`src/inc/ccl_pkg.sv`:
```
// Shared constants and state type of the comparator control logic.
// Assumes one 20 MHz clock and the register port of the top module.
package ccl_pkg;

  localparam int NUM_CMP = 2;
  localparam int ADDR_W = 4;
  localparam int DATA_W = 8;

  // Register addresses on the register port.
  localparam logic [3:0] ADDR_CTL_ONE = 4'h0;
  localparam logic [3:0] ADDR_CTL_TWO = 4'h1;
  localparam logic [3:0] ADDR_SEC_ONE = 4'h2;
  localparam logic [3:0] ADDR_SEC_TWO = 4'h3;
  localparam logic [3:0] ADDR_MIRROR = 4'h4;
  localparam logic [3:0] ADDR_FLAGS = 4'h5;
  localparam logic [3:0] ADDR_ENABLES = 4'h6;

  // Primary control field positions.
  localparam int BIT_ENABLE = 7;
  localparam int BIT_RESULT = 6;
  localparam int BIT_DRIVE = 5;
  localparam int BIT_INVERT = 4;
  localparam int BIT_UNUSED = 3;
  localparam int BIT_SPEED = 2;
  localparam int BIT_HYST = 1;
  localparam int BIT_SYNC = 0;
  localparam logic [7:0] CTL_WR_MASK = 8'hB7;
  localparam logic [7:0] CTL_RESET = 8'h04;

  // Secondary control field positions.
  localparam int BIT_RISE = 7;
  localparam int BIT_FALL = 6;
  localparam int POS_LSB = 4;
  localparam int NEG_LSB = 0;
  localparam logic [7:0] SEC_RESET = 8'h00;

  // Interrupt flag and enable positions.
  localparam int FLAG_ONE = 5;
  localparam int FLAG_TWO = 6;
  localparam logic [7:0] IRQ_MASK = 8'h60;
  localparam logic [7:0] IRQ_RESET = 8'h00;

  typedef struct packed {
    logic [1:0][7:0] ctl;
    logic [1:0][7:0] sec;
    logic [7:0] flags;
    logic [7:0] enables;
    logic [1:0] prevResult;
    logic [1:0] delivered;
    logic timerClkPrev;
    logic [7:0] rdata;
  } ccl_state_s;

endpackage : ccl_pkg
```
`src/design/ccl_top.sv`:
```
// Control, output and interrupt logic around two analog comparators.
// Assumes comparator raw outcomes and the timer clock source are synchronous to clk.
// Function
// - Enable bit set runs the comparator; cleared disables it with no active power.
// - Status bit is one when positive exceeds negative, or below when inverted.
// - Invert bit flips the result for both status bit and pin output.
// - Drive enable puts the result on the pin when its direction is output.
// - Speed bit selects fast normal power when set, slow low power when clear; resets to one.
// - Hysteresis bit enables comparator input hysteresis when set.
// - With sync set, timer and pin result change only on timer clock falling edge.
// - With sync clear, timer and pin result follow the comparator directly.
// - Primary control bit 3 is unused, reads zero, ignores writes.
// - Two comparators each own an identical primary control register.
// - Secondary register holds rise select, fall select, positive and negative channels.
// - Shared mirror shows comparator two at bit 1, one at bit 0, rest zero.
// - Flag register holds comparator two flag at bit 6, one at bit 5; enables match.
//
// Local design decisions: the strobed register port and the register offsets.
`timescale 1ns/1ps
module ccl_top
  import ccl_pkg::*;
(
  input wire logic clk,
  input wire logic reset_n,
  input wire logic [ccl_pkg::ADDR_W-1:0] regAddr,
  input wire logic [ccl_pkg::DATA_W-1:0] regWdata,
  input wire logic regWrite,
  input wire logic regRead,
  output logic [ccl_pkg::DATA_W-1:0] regRdata,
  input wire logic [1:0] cmpRaw,
  input wire logic timerClk,
  input wire logic [1:0] pinDirection,
  output logic [1:0] cmpEnable,
  output logic [1:0] cmpSpeedPowerSelect,
  output logic [1:0] cmpHysteresisEnable,
  output logic [1:0][1:0] positiveChannelSelect,
  output logic [1:0][2:0] negativeChannelSelect,
  output logic [1:0] timerOneCmp,
  output logic [1:0] cmpPinOut,
  output logic [1:0] cmpPinOe,
  output logic irq
);

  function automatic logic [3:0] ctlAddr(input int idx);
    ctlAddr = (idx == 0) ? ADDR_CTL_ONE : ADDR_CTL_TWO;
  endfunction : ctlAddr

  function automatic logic [3:0] secAddr(input int idx);
    secAddr = (idx == 0) ? ADDR_SEC_ONE : ADDR_SEC_TWO;
  endfunction : secAddr

  function automatic int flagBit(input int idx);
    flagBit = (idx == 0) ? FLAG_ONE : FLAG_TWO;
  endfunction : flagBit

  // Primary register read view with live result and zero in the unused bit.
  function automatic logic [7:0] ctlView(input logic [7:0] ctl, input logic res);
    logic [7:0] v;
    v = ctl & CTL_WR_MASK;
    v[BIT_RESULT] = res;
    v[BIT_UNUSED] = 1'b0;
    ctlView = v;
  endfunction : ctlView

  logic [1:0] rstPipe;
  logic rstN;
  ccl_state_s r;
  ccl_state_s n;
  logic [1:0] polarized;
  logic [1:0] edgeEvent;
  logic timerFall;

  // Reset is released through two flip-flops.
  always_ff @(posedge clk or negedge reset_n) begin
    if (!reset_n) begin
      rstPipe <= 2'h0;
    end else begin
      rstPipe <= {rstPipe[0], 1'b1};
    end
  end
  assign rstN = rstPipe[1];

  assign timerFall = r.timerClkPrev & ~timerClk;

  genvar g;
  generate
    for (g = 0; g < NUM_CMP; g++) begin : gCmp
      // A disabled comparator gives a zero result.
      assign polarized[g] = r.ctl[g][BIT_ENABLE] & (cmpRaw[g] ^ r.ctl[g][BIT_INVERT]);
      assign edgeEvent[g] = (polarized[g] & ~r.prevResult[g] & r.sec[g][BIT_RISE]) |
                            (~polarized[g] & r.prevResult[g] & r.sec[g][BIT_FALL]);
      assign cmpEnable[g] = r.ctl[g][BIT_ENABLE];
      assign cmpSpeedPowerSelect[g] = r.ctl[g][BIT_SPEED];
      assign cmpHysteresisEnable[g] = r.ctl[g][BIT_HYST];
      assign positiveChannelSelect[g] = r.sec[g][POS_LSB+1:POS_LSB];
      assign negativeChannelSelect[g] = r.sec[g][NEG_LSB+2:NEG_LSB];
      assign timerOneCmp[g] = r.delivered[g];
      assign cmpPinOut[g] = r.delivered[g];
      assign cmpPinOe[g] = r.ctl[g][BIT_DRIVE] & ~pinDirection[g];
    end
  endgenerate

  assign irq = |(r.flags & r.enables & IRQ_MASK);
  assign regRdata = r.rdata;

  always_comb begin
    n = r;
    n.timerClkPrev = timerClk;
    n.rdata = 8'h00;
    for (int i = 0; i < NUM_CMP; i++) begin
      if (regWrite && regAddr == ctlAddr(i)) begin
        n.ctl[i] = regWdata & CTL_WR_MASK;
      end
      if (regWrite && regAddr == secAddr(i)) begin
        n.sec[i] = regWdata;
      end
      if (r.ctl[i][BIT_SYNC]) begin
        if (timerFall) begin
          n.delivered[i] = polarized[i];
        end
      end else begin
        n.delivered[i] = polarized[i];
      end
      n.prevResult[i] = polarized[i];
      if (regWrite && regAddr == ADDR_FLAGS && regWdata[flagBit(i)]) begin
        n.flags[flagBit(i)] = 1'b0;
      end
      // A new edge wins over a clear in the same cycle.
      if (edgeEvent[i]) begin
        n.flags[flagBit(i)] = 1'b1;
      end
    end
    if (regWrite && regAddr == ADDR_ENABLES) begin
      n.enables = regWdata & IRQ_MASK;
    end
    if (regRead) begin
      if (regAddr == ADDR_CTL_ONE) begin
        n.rdata = ctlView(r.ctl[0], polarized[0]);
      end else if (regAddr == ADDR_CTL_TWO) begin
        n.rdata = ctlView(r.ctl[1], polarized[1]);
      end else if (regAddr == ADDR_SEC_ONE) begin
        n.rdata = r.sec[0];
      end else if (regAddr == ADDR_SEC_TWO) begin
        n.rdata = r.sec[1];
      end else if (regAddr == ADDR_MIRROR) begin
        n.rdata = {6'h00, polarized};
      end else if (regAddr == ADDR_FLAGS) begin
        n.rdata = r.flags & IRQ_MASK;
      end else if (regAddr == ADDR_ENABLES) begin
        n.rdata = r.enables & IRQ_MASK;
      end else begin
        n.rdata = 8'h00;
      end
    end
  end

  always_ff @(posedge clk or negedge rstN) begin
    if (!rstN) begin
      r.ctl <= {CTL_RESET, CTL_RESET};
      r.sec <= {SEC_RESET, SEC_RESET};
      r.flags <= IRQ_RESET;
      r.enables <= IRQ_RESET;
      r.prevResult <= 2'h0;
      r.delivered <= 2'h0;
      r.timerClkPrev <= 1'b0;
      r.rdata <= 8'h00;
    end else begin
      r <= n;
    end
  end

  // Checks kept beside the logic.

  property p_disabled_reads_zero;
    @(posedge clk) disable iff (!rstN)
      (regRead && regAddr == ADDR_CTL_ONE && !cmpEnable[0]) |=> (regRdata[BIT_RESULT] == 1'b0);
  endproperty
  a_disabled_reads_zero: assert property (p_disabled_reads_zero)
    else $error("Disabled comparator reports a one result.");

  property p_status_polarity;
    @(posedge clk) disable iff (!rstN)
      (regRead && regAddr == ADDR_CTL_TWO && cmpEnable[1]) |=>
        (regRdata[BIT_RESULT] == ($past(cmpRaw[1]) ^ regRdata[BIT_INVERT]));
  endproperty
  a_status_polarity: assert property (p_status_polarity)
    else $error("Status bit disagrees with input and polarity.");

  property p_invert_reaches_pin;
    @(posedge clk) disable iff (!rstN)
      (cmpEnable[0] && !r.ctl[0][BIT_SYNC] && !$past(r.ctl[0][BIT_SYNC])) |=>
        (cmpPinOut[0] == ($past(cmpRaw[0]) ^ $past(r.ctl[0][BIT_INVERT])));
  endproperty
  a_invert_reaches_pin: assert property (p_invert_reaches_pin)
    else $error("Pin output ignores the invert select.");

  property p_pin_drive;
    @(posedge clk) disable iff (!rstN)
      (regWrite && regAddr == ADDR_CTL_ONE && regWdata[BIT_DRIVE] && !regWdata[BIT_ENABLE]) ##1
        !pinDirection[0] |-> cmpPinOe[0];
  endproperty
  a_pin_drive: assert property (p_pin_drive)
    else $error("Pin not driven with drive enable and output direction.");

  property p_speed_write;
    @(posedge clk) disable iff (!rstN)
      (regWrite && regAddr == ADDR_CTL_TWO) |=>
        (cmpSpeedPowerSelect[1] == $past(regWdata[BIT_SPEED])) &&
        (cmpHysteresisEnable[1] == $past(regWdata[BIT_HYST]));
  endproperty
  a_speed_write: assert property (p_speed_write)
    else $error("Speed or hysteresis select did not follow the write.");

  property p_sync_hold;
    @(posedge clk) disable iff (!rstN)
      (r.ctl[0][BIT_SYNC] && !timerFall) |=> $stable(cmpPinOut[0]) && $stable(timerOneCmp[0]);
  endproperty
  a_sync_hold: assert property (p_sync_hold)
    else $error("Synchronised output changed without a timer falling edge.");

  property p_sync_capture;
    @(posedge clk) disable iff (!rstN)
      (r.ctl[1][BIT_SYNC] && timerFall) |=> (timerOneCmp[1] == $past(polarized[1]));
  endproperty
  a_sync_capture: assert property (p_sync_capture)
    else $error("Synchronised output missed the timer falling edge.");

  property p_async_follow;
    @(posedge clk) disable iff (!rstN)
      !r.ctl[1][BIT_SYNC] |=> (timerOneCmp[1] == $past(polarized[1]));
  endproperty
  a_async_follow: assert property (p_async_follow)
    else $error("Unsynchronised output lags the comparator.");

  property p_unused_bit;
    @(posedge clk) disable iff (!rstN)
      (regRead && (regAddr == ADDR_CTL_ONE || regAddr == ADDR_CTL_TWO)) |=>
        (regRdata[BIT_UNUSED] == 1'b0);
  endproperty
  a_unused_bit: assert property (p_unused_bit)
    else $error("Unused control bit read as one.");

  property p_secondary_readback;
    @(posedge clk) disable iff (!rstN)
      (regWrite && regAddr == ADDR_SEC_ONE) ##1
        (regRead && regAddr == ADDR_SEC_ONE && !regWrite) |=>
        (regRdata == $past(regWdata, 2));
  endproperty
  a_secondary_readback: assert property (p_secondary_readback)
    else $error("Secondary control readback differs from the write.");

  property p_mirror;
    @(posedge clk) disable iff (!rstN)
      (regRead && regAddr == ADDR_MIRROR) |=> (regRdata == {6'h00, $past(polarized)});
  endproperty
  a_mirror: assert property (p_mirror)
    else $error("Mirror register does not show both results.");

  property p_edge_sets_flag;
    @(posedge clk) disable iff (!rstN)
      (polarized[0] && !r.prevResult[0] && r.sec[0][BIT_RISE]) |=> r.flags[FLAG_ONE];
  endproperty
  a_edge_sets_flag: assert property (p_edge_sets_flag)
    else $error("Rising edge did not set the flag.");

  property p_flag_sticky;
    @(posedge clk) disable iff (!rstN)
      (r.flags[FLAG_TWO] && !(regWrite && regAddr == ADDR_FLAGS && regWdata[FLAG_TWO])) |=>
        r.flags[FLAG_TWO] ##1 (irq || !r.enables[FLAG_TWO] || !r.flags[FLAG_TWO]);
  endproperty
  a_flag_sticky: assert property (p_flag_sticky)
    else $error("Flag dropped without a clear or interrupt missing.");

  property p_enable_write;
    @(posedge clk) disable iff (!rstN)
      (regWrite && regAddr == ADDR_CTL_ONE) |=> (cmpEnable[0] == $past(regWdata[BIT_ENABLE]));
  endproperty
  a_enable_write: assert property (p_enable_write)
    else $error("Enable output did not follow the write.");

  property p_disabled_mirror_low;
    @(posedge clk) disable iff (!rstN)
      (regRead && regAddr == ADDR_MIRROR && !cmpEnable[1]) |=>
        (regRdata[1] == 1'b0);
  endproperty
  a_disabled_mirror_low: assert property (p_disabled_mirror_low)
    else $error("Disabled comparator shows a one in the mirror.");

  property p_speed_reset;
    @(posedge clk)
      $rose(rstN) |-> (cmpSpeedPowerSelect == 2'h3) && (cmpHysteresisEnable == 2'h0);
  endproperty
  a_speed_reset: assert property (p_speed_reset)
    else $error("Speed select not one after reset.");

  property p_control_one_write;
    @(posedge clk) disable iff (!rstN)
      (regWrite && regAddr == ADDR_CTL_ONE) |=>
        (cmpSpeedPowerSelect[0] == $past(regWdata[BIT_SPEED])) &&
        (cmpHysteresisEnable[0] == $past(regWdata[BIT_HYST]));
  endproperty
  a_control_one_write: assert property (p_control_one_write)
    else $error("Comparator one speed or hysteresis did not follow the write.");

  property p_drive_off;
    @(posedge clk) disable iff (!rstN)
      (!r.ctl[1][BIT_DRIVE] || pinDirection[1]) |-> !cmpPinOe[1];
  endproperty
  a_drive_off: assert property (p_drive_off)
    else $error("Pin driven without drive enable and output direction.");

  property p_drive_on;
    @(posedge clk) disable iff (!rstN)
      (r.ctl[0][BIT_DRIVE] && !pinDirection[0]) |-> cmpPinOe[0];
  endproperty
  a_drive_on: assert property (p_drive_on)
    else $error("Pin not driven although drive enable is set.");

  property p_async_follow_one;
    @(posedge clk) disable iff (!rstN)
      !r.ctl[0][BIT_SYNC] |=> (timerOneCmp[0] == $past(polarized[0]));
  endproperty
  a_async_follow_one: assert property (p_async_follow_one)
    else $error("Unsynchronised comparator one output lags.");

  property p_sync_capture_one;
    @(posedge clk) disable iff (!rstN)
      (r.ctl[0][BIT_SYNC] && timerFall) |=> (cmpPinOut[0] == $past(polarized[0]));
  endproperty
  a_sync_capture_one: assert property (p_sync_capture_one)
    else $error("Comparator one pin missed the timer falling edge.");

  property p_unused_stored_zero;
    @(posedge clk) disable iff (!rstN)
      (regWrite && regAddr == ADDR_CTL_TWO) |=> !r.ctl[1][BIT_UNUSED];
  endproperty
  a_unused_stored_zero: assert property (p_unused_stored_zero)
    else $error("Unused control bit was stored.");

  property p_sec_one_write;
    @(posedge clk) disable iff (!rstN)
      (regWrite && regAddr == ADDR_SEC_ONE) |=>
        (positiveChannelSelect[0] == $past(regWdata[POS_LSB+1:POS_LSB])) &&
        (negativeChannelSelect[0] == $past(regWdata[NEG_LSB+2:NEG_LSB]));
  endproperty
  a_sec_one_write: assert property (p_sec_one_write)
    else $error("Comparator one channel selects did not follow the write.");

  property p_sec_two_write;
    @(posedge clk) disable iff (!rstN)
      (regWrite && regAddr == ADDR_SEC_TWO) |=>
        (positiveChannelSelect[1] == $past(regWdata[POS_LSB+1:POS_LSB])) &&
        (negativeChannelSelect[1] == $past(regWdata[NEG_LSB+2:NEG_LSB]));
  endproperty
  a_sec_two_write: assert property (p_sec_two_write)
    else $error("Comparator two channel selects did not follow the write.");

  property p_flags_upper_zero;
    @(posedge clk) disable iff (!rstN)
      (regRead && regAddr == ADDR_FLAGS) |=>
        ((regRdata & ~IRQ_MASK) == 8'h00);
  endproperty
  a_flags_upper_zero: assert property (p_flags_upper_zero)
    else $error("Flag register shows a bit outside the two flags.");

  property p_enables_write;
    @(posedge clk) disable iff (!rstN)
      (regWrite && regAddr == ADDR_ENABLES) |=>
        (r.enables == ($past(regWdata) & IRQ_MASK));
  endproperty
  a_enables_write: assert property (p_enables_write)
    else $error("Interrupt enables did not follow the write.");

  property p_fall_sets_flag;
    @(posedge clk) disable iff (!rstN)
      (!polarized[1] && r.prevResult[1] && r.sec[1][BIT_FALL]) |=> r.flags[FLAG_TWO];
  endproperty
  a_fall_sets_flag: assert property (p_fall_sets_flag)
    else $error("Falling edge did not set the flag.");

  property p_clear_flag;
    @(posedge clk) disable iff (!rstN)
      (regWrite && regAddr == ADDR_FLAGS && regWdata[FLAG_ONE] && !edgeEvent[0]) |=>
        !r.flags[FLAG_ONE];
  endproperty
  a_clear_flag: assert property (p_clear_flag)
    else $error("Writing a one did not clear the flag.");

  property p_no_event_no_flag;
    @(posedge clk) disable iff (!rstN)
      (!r.flags[FLAG_TWO] && !edgeEvent[1]) |=> !r.flags[FLAG_TWO];
  endproperty
  a_no_event_no_flag: assert property (p_no_event_no_flag)
    else $error("Flag set without an enabled edge.");

endmodule : ccl_top

```
`config.mk`:
```
export PLATFORM = sky130hd
export DESIGN_NAME = ccl_top
export DESIGN_NICKNAME = d
export VERILOG_FILES = /design/src/inc/ccl_pkg.sv /design/src/design/ccl_top.sv
export SDC_FILE = /design/constraint.sdc
export NUM_CORES = 1
export LEC_CHECK = 0
export BUFFER_PORTS_ARGS = -buffer_cell sky130_fd_sc_hd__buf_2
export CORE_ASPECT_RATIO = 1.2
export CORE_UTILIZATION = 40
export CTS_CLUSTER_DIAMETER = 80
export CTS_CLUSTER_SIZE = 20
export DETAILED_ROUTE_END_ITERATION = 12
export GPL_TIMING_DRIVEN = 0
export PLACE_DENSITY_LB_ADDON = 0.12
export REMOVE_ABC_BUFFERS = 1
export SLEW_MARGIN = 20
export SYNTH_ARGS = -nofsm -noshare
export SYNTH_HDL_FRONTEND = slang
export SYNTH_SLANG_ARGS = --single-unit
```
`constraint.sdc`:
```
create_clock -name clk -period 1.7 [get_ports clk]
set_input_delay 0.34 -clock clk [delete_from_list [all_inputs] [get_ports clk]]
set_output_delay 0.34 -clock clk [all_outputs]
set_load 0.005 [all_outputs]
```
==> metrics <==
status=completed; placement row count=30; Max FO, Critical Path=19; worst reg2reg path startpoint=r[57]$_DFFE_PN0P_; Worst Path Required=about 1.9 ns; H-tree levels=2; XOR/XNOR Fraction of Synth Area=0.00742; fin crit share=0.847; final design area excluding fillers=approximately 2600 um^2; number of global-route vias before repair=1489; clock transition at the registers of the reported paths=0.09 ns; storage element area=around 1200 um^2; WP data arrival=roughly 1.6 ns; average footprint of a synthesized cell=between 10 and 15 um^2; Gate Count Post-Synth=189; maxcap violations=0; number of different library cells in the post-synthesis netlist=between 40 and 50; worst min-delay path startpoint=timerClk; num ports=52; Ant. Diodes=0; slack of the critical path=about 0.26 ns; slowest cell on the critical path=sky130_fd_sc_hd__mux2_2; Routed Wire Length=~4800 um; wire length of the first global-routing pass=just under 8000 um; endpoint of the worst hold path=r[8]$_DFF_PN0_; worst hold path stage count=1; wire length per cell=16.1 um; total number of vias=around 1500; sequence of cells on the critical path=buf_2 -> and2b_1 -> nand2_1 -> mux2_2; main combinational cell family by area after synthesis=multiplexers; type of the worst min-delay path=in -> reg; number of fillers in the final layout=about 540; buffers from clock root to sink, at most=2; clock tree from TritonCTS=done; most frequent standard cell in the layout excluding fill and tap cells=sky130_fd_sc_hd__buf_2; share of final-layout standard cells stronger than drive strength 1=0.479; Total Routing Usage GR=0.169; layout-stage area growth over the synthesis result=8.90%; Core Box Area=approximately 5700 um^2; detailed-placement wirelength estimate=between 3000 and 4000 um; share of synthesized cell area in full adder, half adder and majority cells=0; Die H=between 80 and 90 um; post-CTS resize count=0; full die area=between 6000 and 7000 um^2; Residual DRC=0; grt ovf=0; count of routing violations after the opening detailed-route iteration=a little over 80; max-slew violation count=0; fmax=695 MHz; final standard cell utilization of the core=0.454; post-synthesis sequential area ratio=0.499; dominant cells by area after synthesis=sky130_fd_sc_hd__dfrtp_1, sky130_fd_sc_hd__mux2_2, sky130_fd_sc_hd__buf_4; Setup crit end kind=register; Initial Utilization=0.417; cell accounting for the most synthesized area=sky130_fd_sc_hd__dfrtp_1; power density cells=between 1000 and 1500 nW/um^2; initial antenna violation count=0; count of nets left with antenna violations after detail routing=0; Place WS=-0.0693 ns; critical path launch point type=primary input; simple logic cell fraction of the synthesized area=0.101; detailed-route vias per instance=between 4 and 5; Largest stage delay, worst path=approximately 0.38 ns; number of buffers added by the clock tree synthesis step=5; library cell used as clock root buffer=sky130_fd_sc_hd__clkbuf_8; Clock Skews=between 0.008 and 0.009 ns; number of cells on the worst reg-to-reg path=4; detailed-router iteration count before antenna repair=5; post-synthesis instance area=around 2400 um^2; Post-layout nets=235; Final GP Congestion=0.807; number of cells in the design after placement=between 200 and 300; Worst R2R Setup Slack=0.38 ns; hold violation total from the final report=0; minimum period implied by the final worst setup slack=between 1 and 1.5 ns; Multi-input gate area=~920 um^2; total power consumption of the routed design=around 2.8 mW; Synth top area share=0.477; proportion of synthesized area in mux cells=0.220; number of input and output port buffers inserted=51; setup violation total in the final timing report=0; source-to-sink clock delay at the later pin of the worst-skew pair=0.30 ns; Die W=about 72 um; VDD IR max=0.540 mV; startpoint-to-endpoint class of the critical path=in -> reg; worst reg2reg endpoint=r[27]$_DFFE_PN0P_; maximum number of pins on one net before global-route repair=34; post-synthesis register bit count=between 40 and 50; setup repair after global routing missed its margin=false; synthesized-area fraction occupied by ao, oa, aoi and oai cells=0.0604; cell area after placement=around 2500 um^2; leakage component of the power=~1.2 nW; Synthesis Warnings=0; number of sinks on the clock net=47; commonest non-fill, non-tap cells in the layout=sky130_fd_sc_hd__buf_2, sky130_fd_sc_hd__dfrtp_1, sky130_fd_sc_hd__mux2_2; non-filler instance count after layout=~300
worst max-delay path by stage:
| stage | end | cells past startpoint | from |
|---|---|---|---|
| 3_5_place_dp | negativeChannelSelect[2]$_DFFE_PN0P_ | 4 | regAddr[0] |
| 5_1_grt | positiveChannelSelect[1]$_DFFE_PN0P_ | 4 | regAddr[0] |
| 6_report | cmpEnable[1]$_DFFE_PN0P_ | 4 | regAddr[1] |
| 3_3_place_gp | r[27]$_DFFE_PN0P_ | 0 | rstPipe[1]$_DFF_PN0_ |
| 2_1_floorplan | cmpEnable[0]$_DFFE_PN0P_ | 0 | rstPipe[1]$_DFF_PN0_ |
| 4_1_cts | r[35]$_DFFE_PN0P_ | 4 | regAddr[0] |
state kept, by name, summed over array words and instances (netlist names):
name / flops
cmpPinOut: 2
r: 19
cmpSpeedPowerSelect: 2
rstPipe: 2
cmpHysteresisEnable: 2
positiveChannelSelect: 4
cmpEnable: 2
negativeChannelSelect: 6
regRdata: 8
metal layers:
| layer | global-route usage | up-vias | wire (um) |
|---|---|---|---|
| li1 | - | 678 | - |
| met1 | 0.223 | 731 | 2190 |
| met2 | 0.275 | 42 | 2300 |
| met3 | 0.0341 | 4 | 206 |
| met4 | 0.0588 | 0 | 59 |
| met5 | 0 | - | 0 |
synthesized netlist by cell type (all sizes together):
cell    instances
xor2            2
and3            4
nor3b           2
inv             1
mux4            3
a21boi          1
a221o           1
a21oi           8
or2             1
nor2b           4
nand3b          2
a311o           1
a22o            2
a31o            1
dfrtp          45
mux2i           5
and4            1
o21ai           3
conb            1
nor3            2
nand4b          1
and2b           2
nand2           8
nand2b          3
clkbuf          1
o22a            1
a22oi           1
o211a           1
mux2           33
buf            34
o211ai          1
nand3           1
and2            2
dfstp           2
nor2            8
worst max-delay path: cells and delay by family:
kind	cells	cell delay [ns]
and+or+nand+nor	2	0.55
buffers and inverters	1	0.34
muxes	1	0.38
cell families after synthesis:
family	after synthesis
flops	47
mux	41
simple gates	41
buf+inv	36
compound gates	21
xor+xnor	2
other cells	1
per-stage QoR:
step / setup TNS, ns / hold WS [ns]
CTS: 0 / 0.148
floorplan: 0 / 0.0444
global placement: -6.17 / 0.126
finish: 0 / 0.155
detailed placement: -1.11 / 0.128
global route: 0 / 0.147
what timing repair did:
item	CTS	global route
hold buffers	1	0
buffers inserted	0	0
endpoints found under the hold margin	2	0
area by class of cell:
type,instances,share of cell area
clock buffer,7,0.0297
timing repair buffer,53,0.111
tap,80,0.0389
sequential,47,0.459
inverter,1,0.00146
clock inverter,1,0.00195
multi-input combinational,106,0.358
power by group:
part	leakage [nW]	internal, mW	switching (mW)
logic	0.624	0.405	0.258
registers	0.581	1.35	0.172
clock network	0.0422	0.289	0.366
Note: power is estimated with default switching activity, not from simulation.
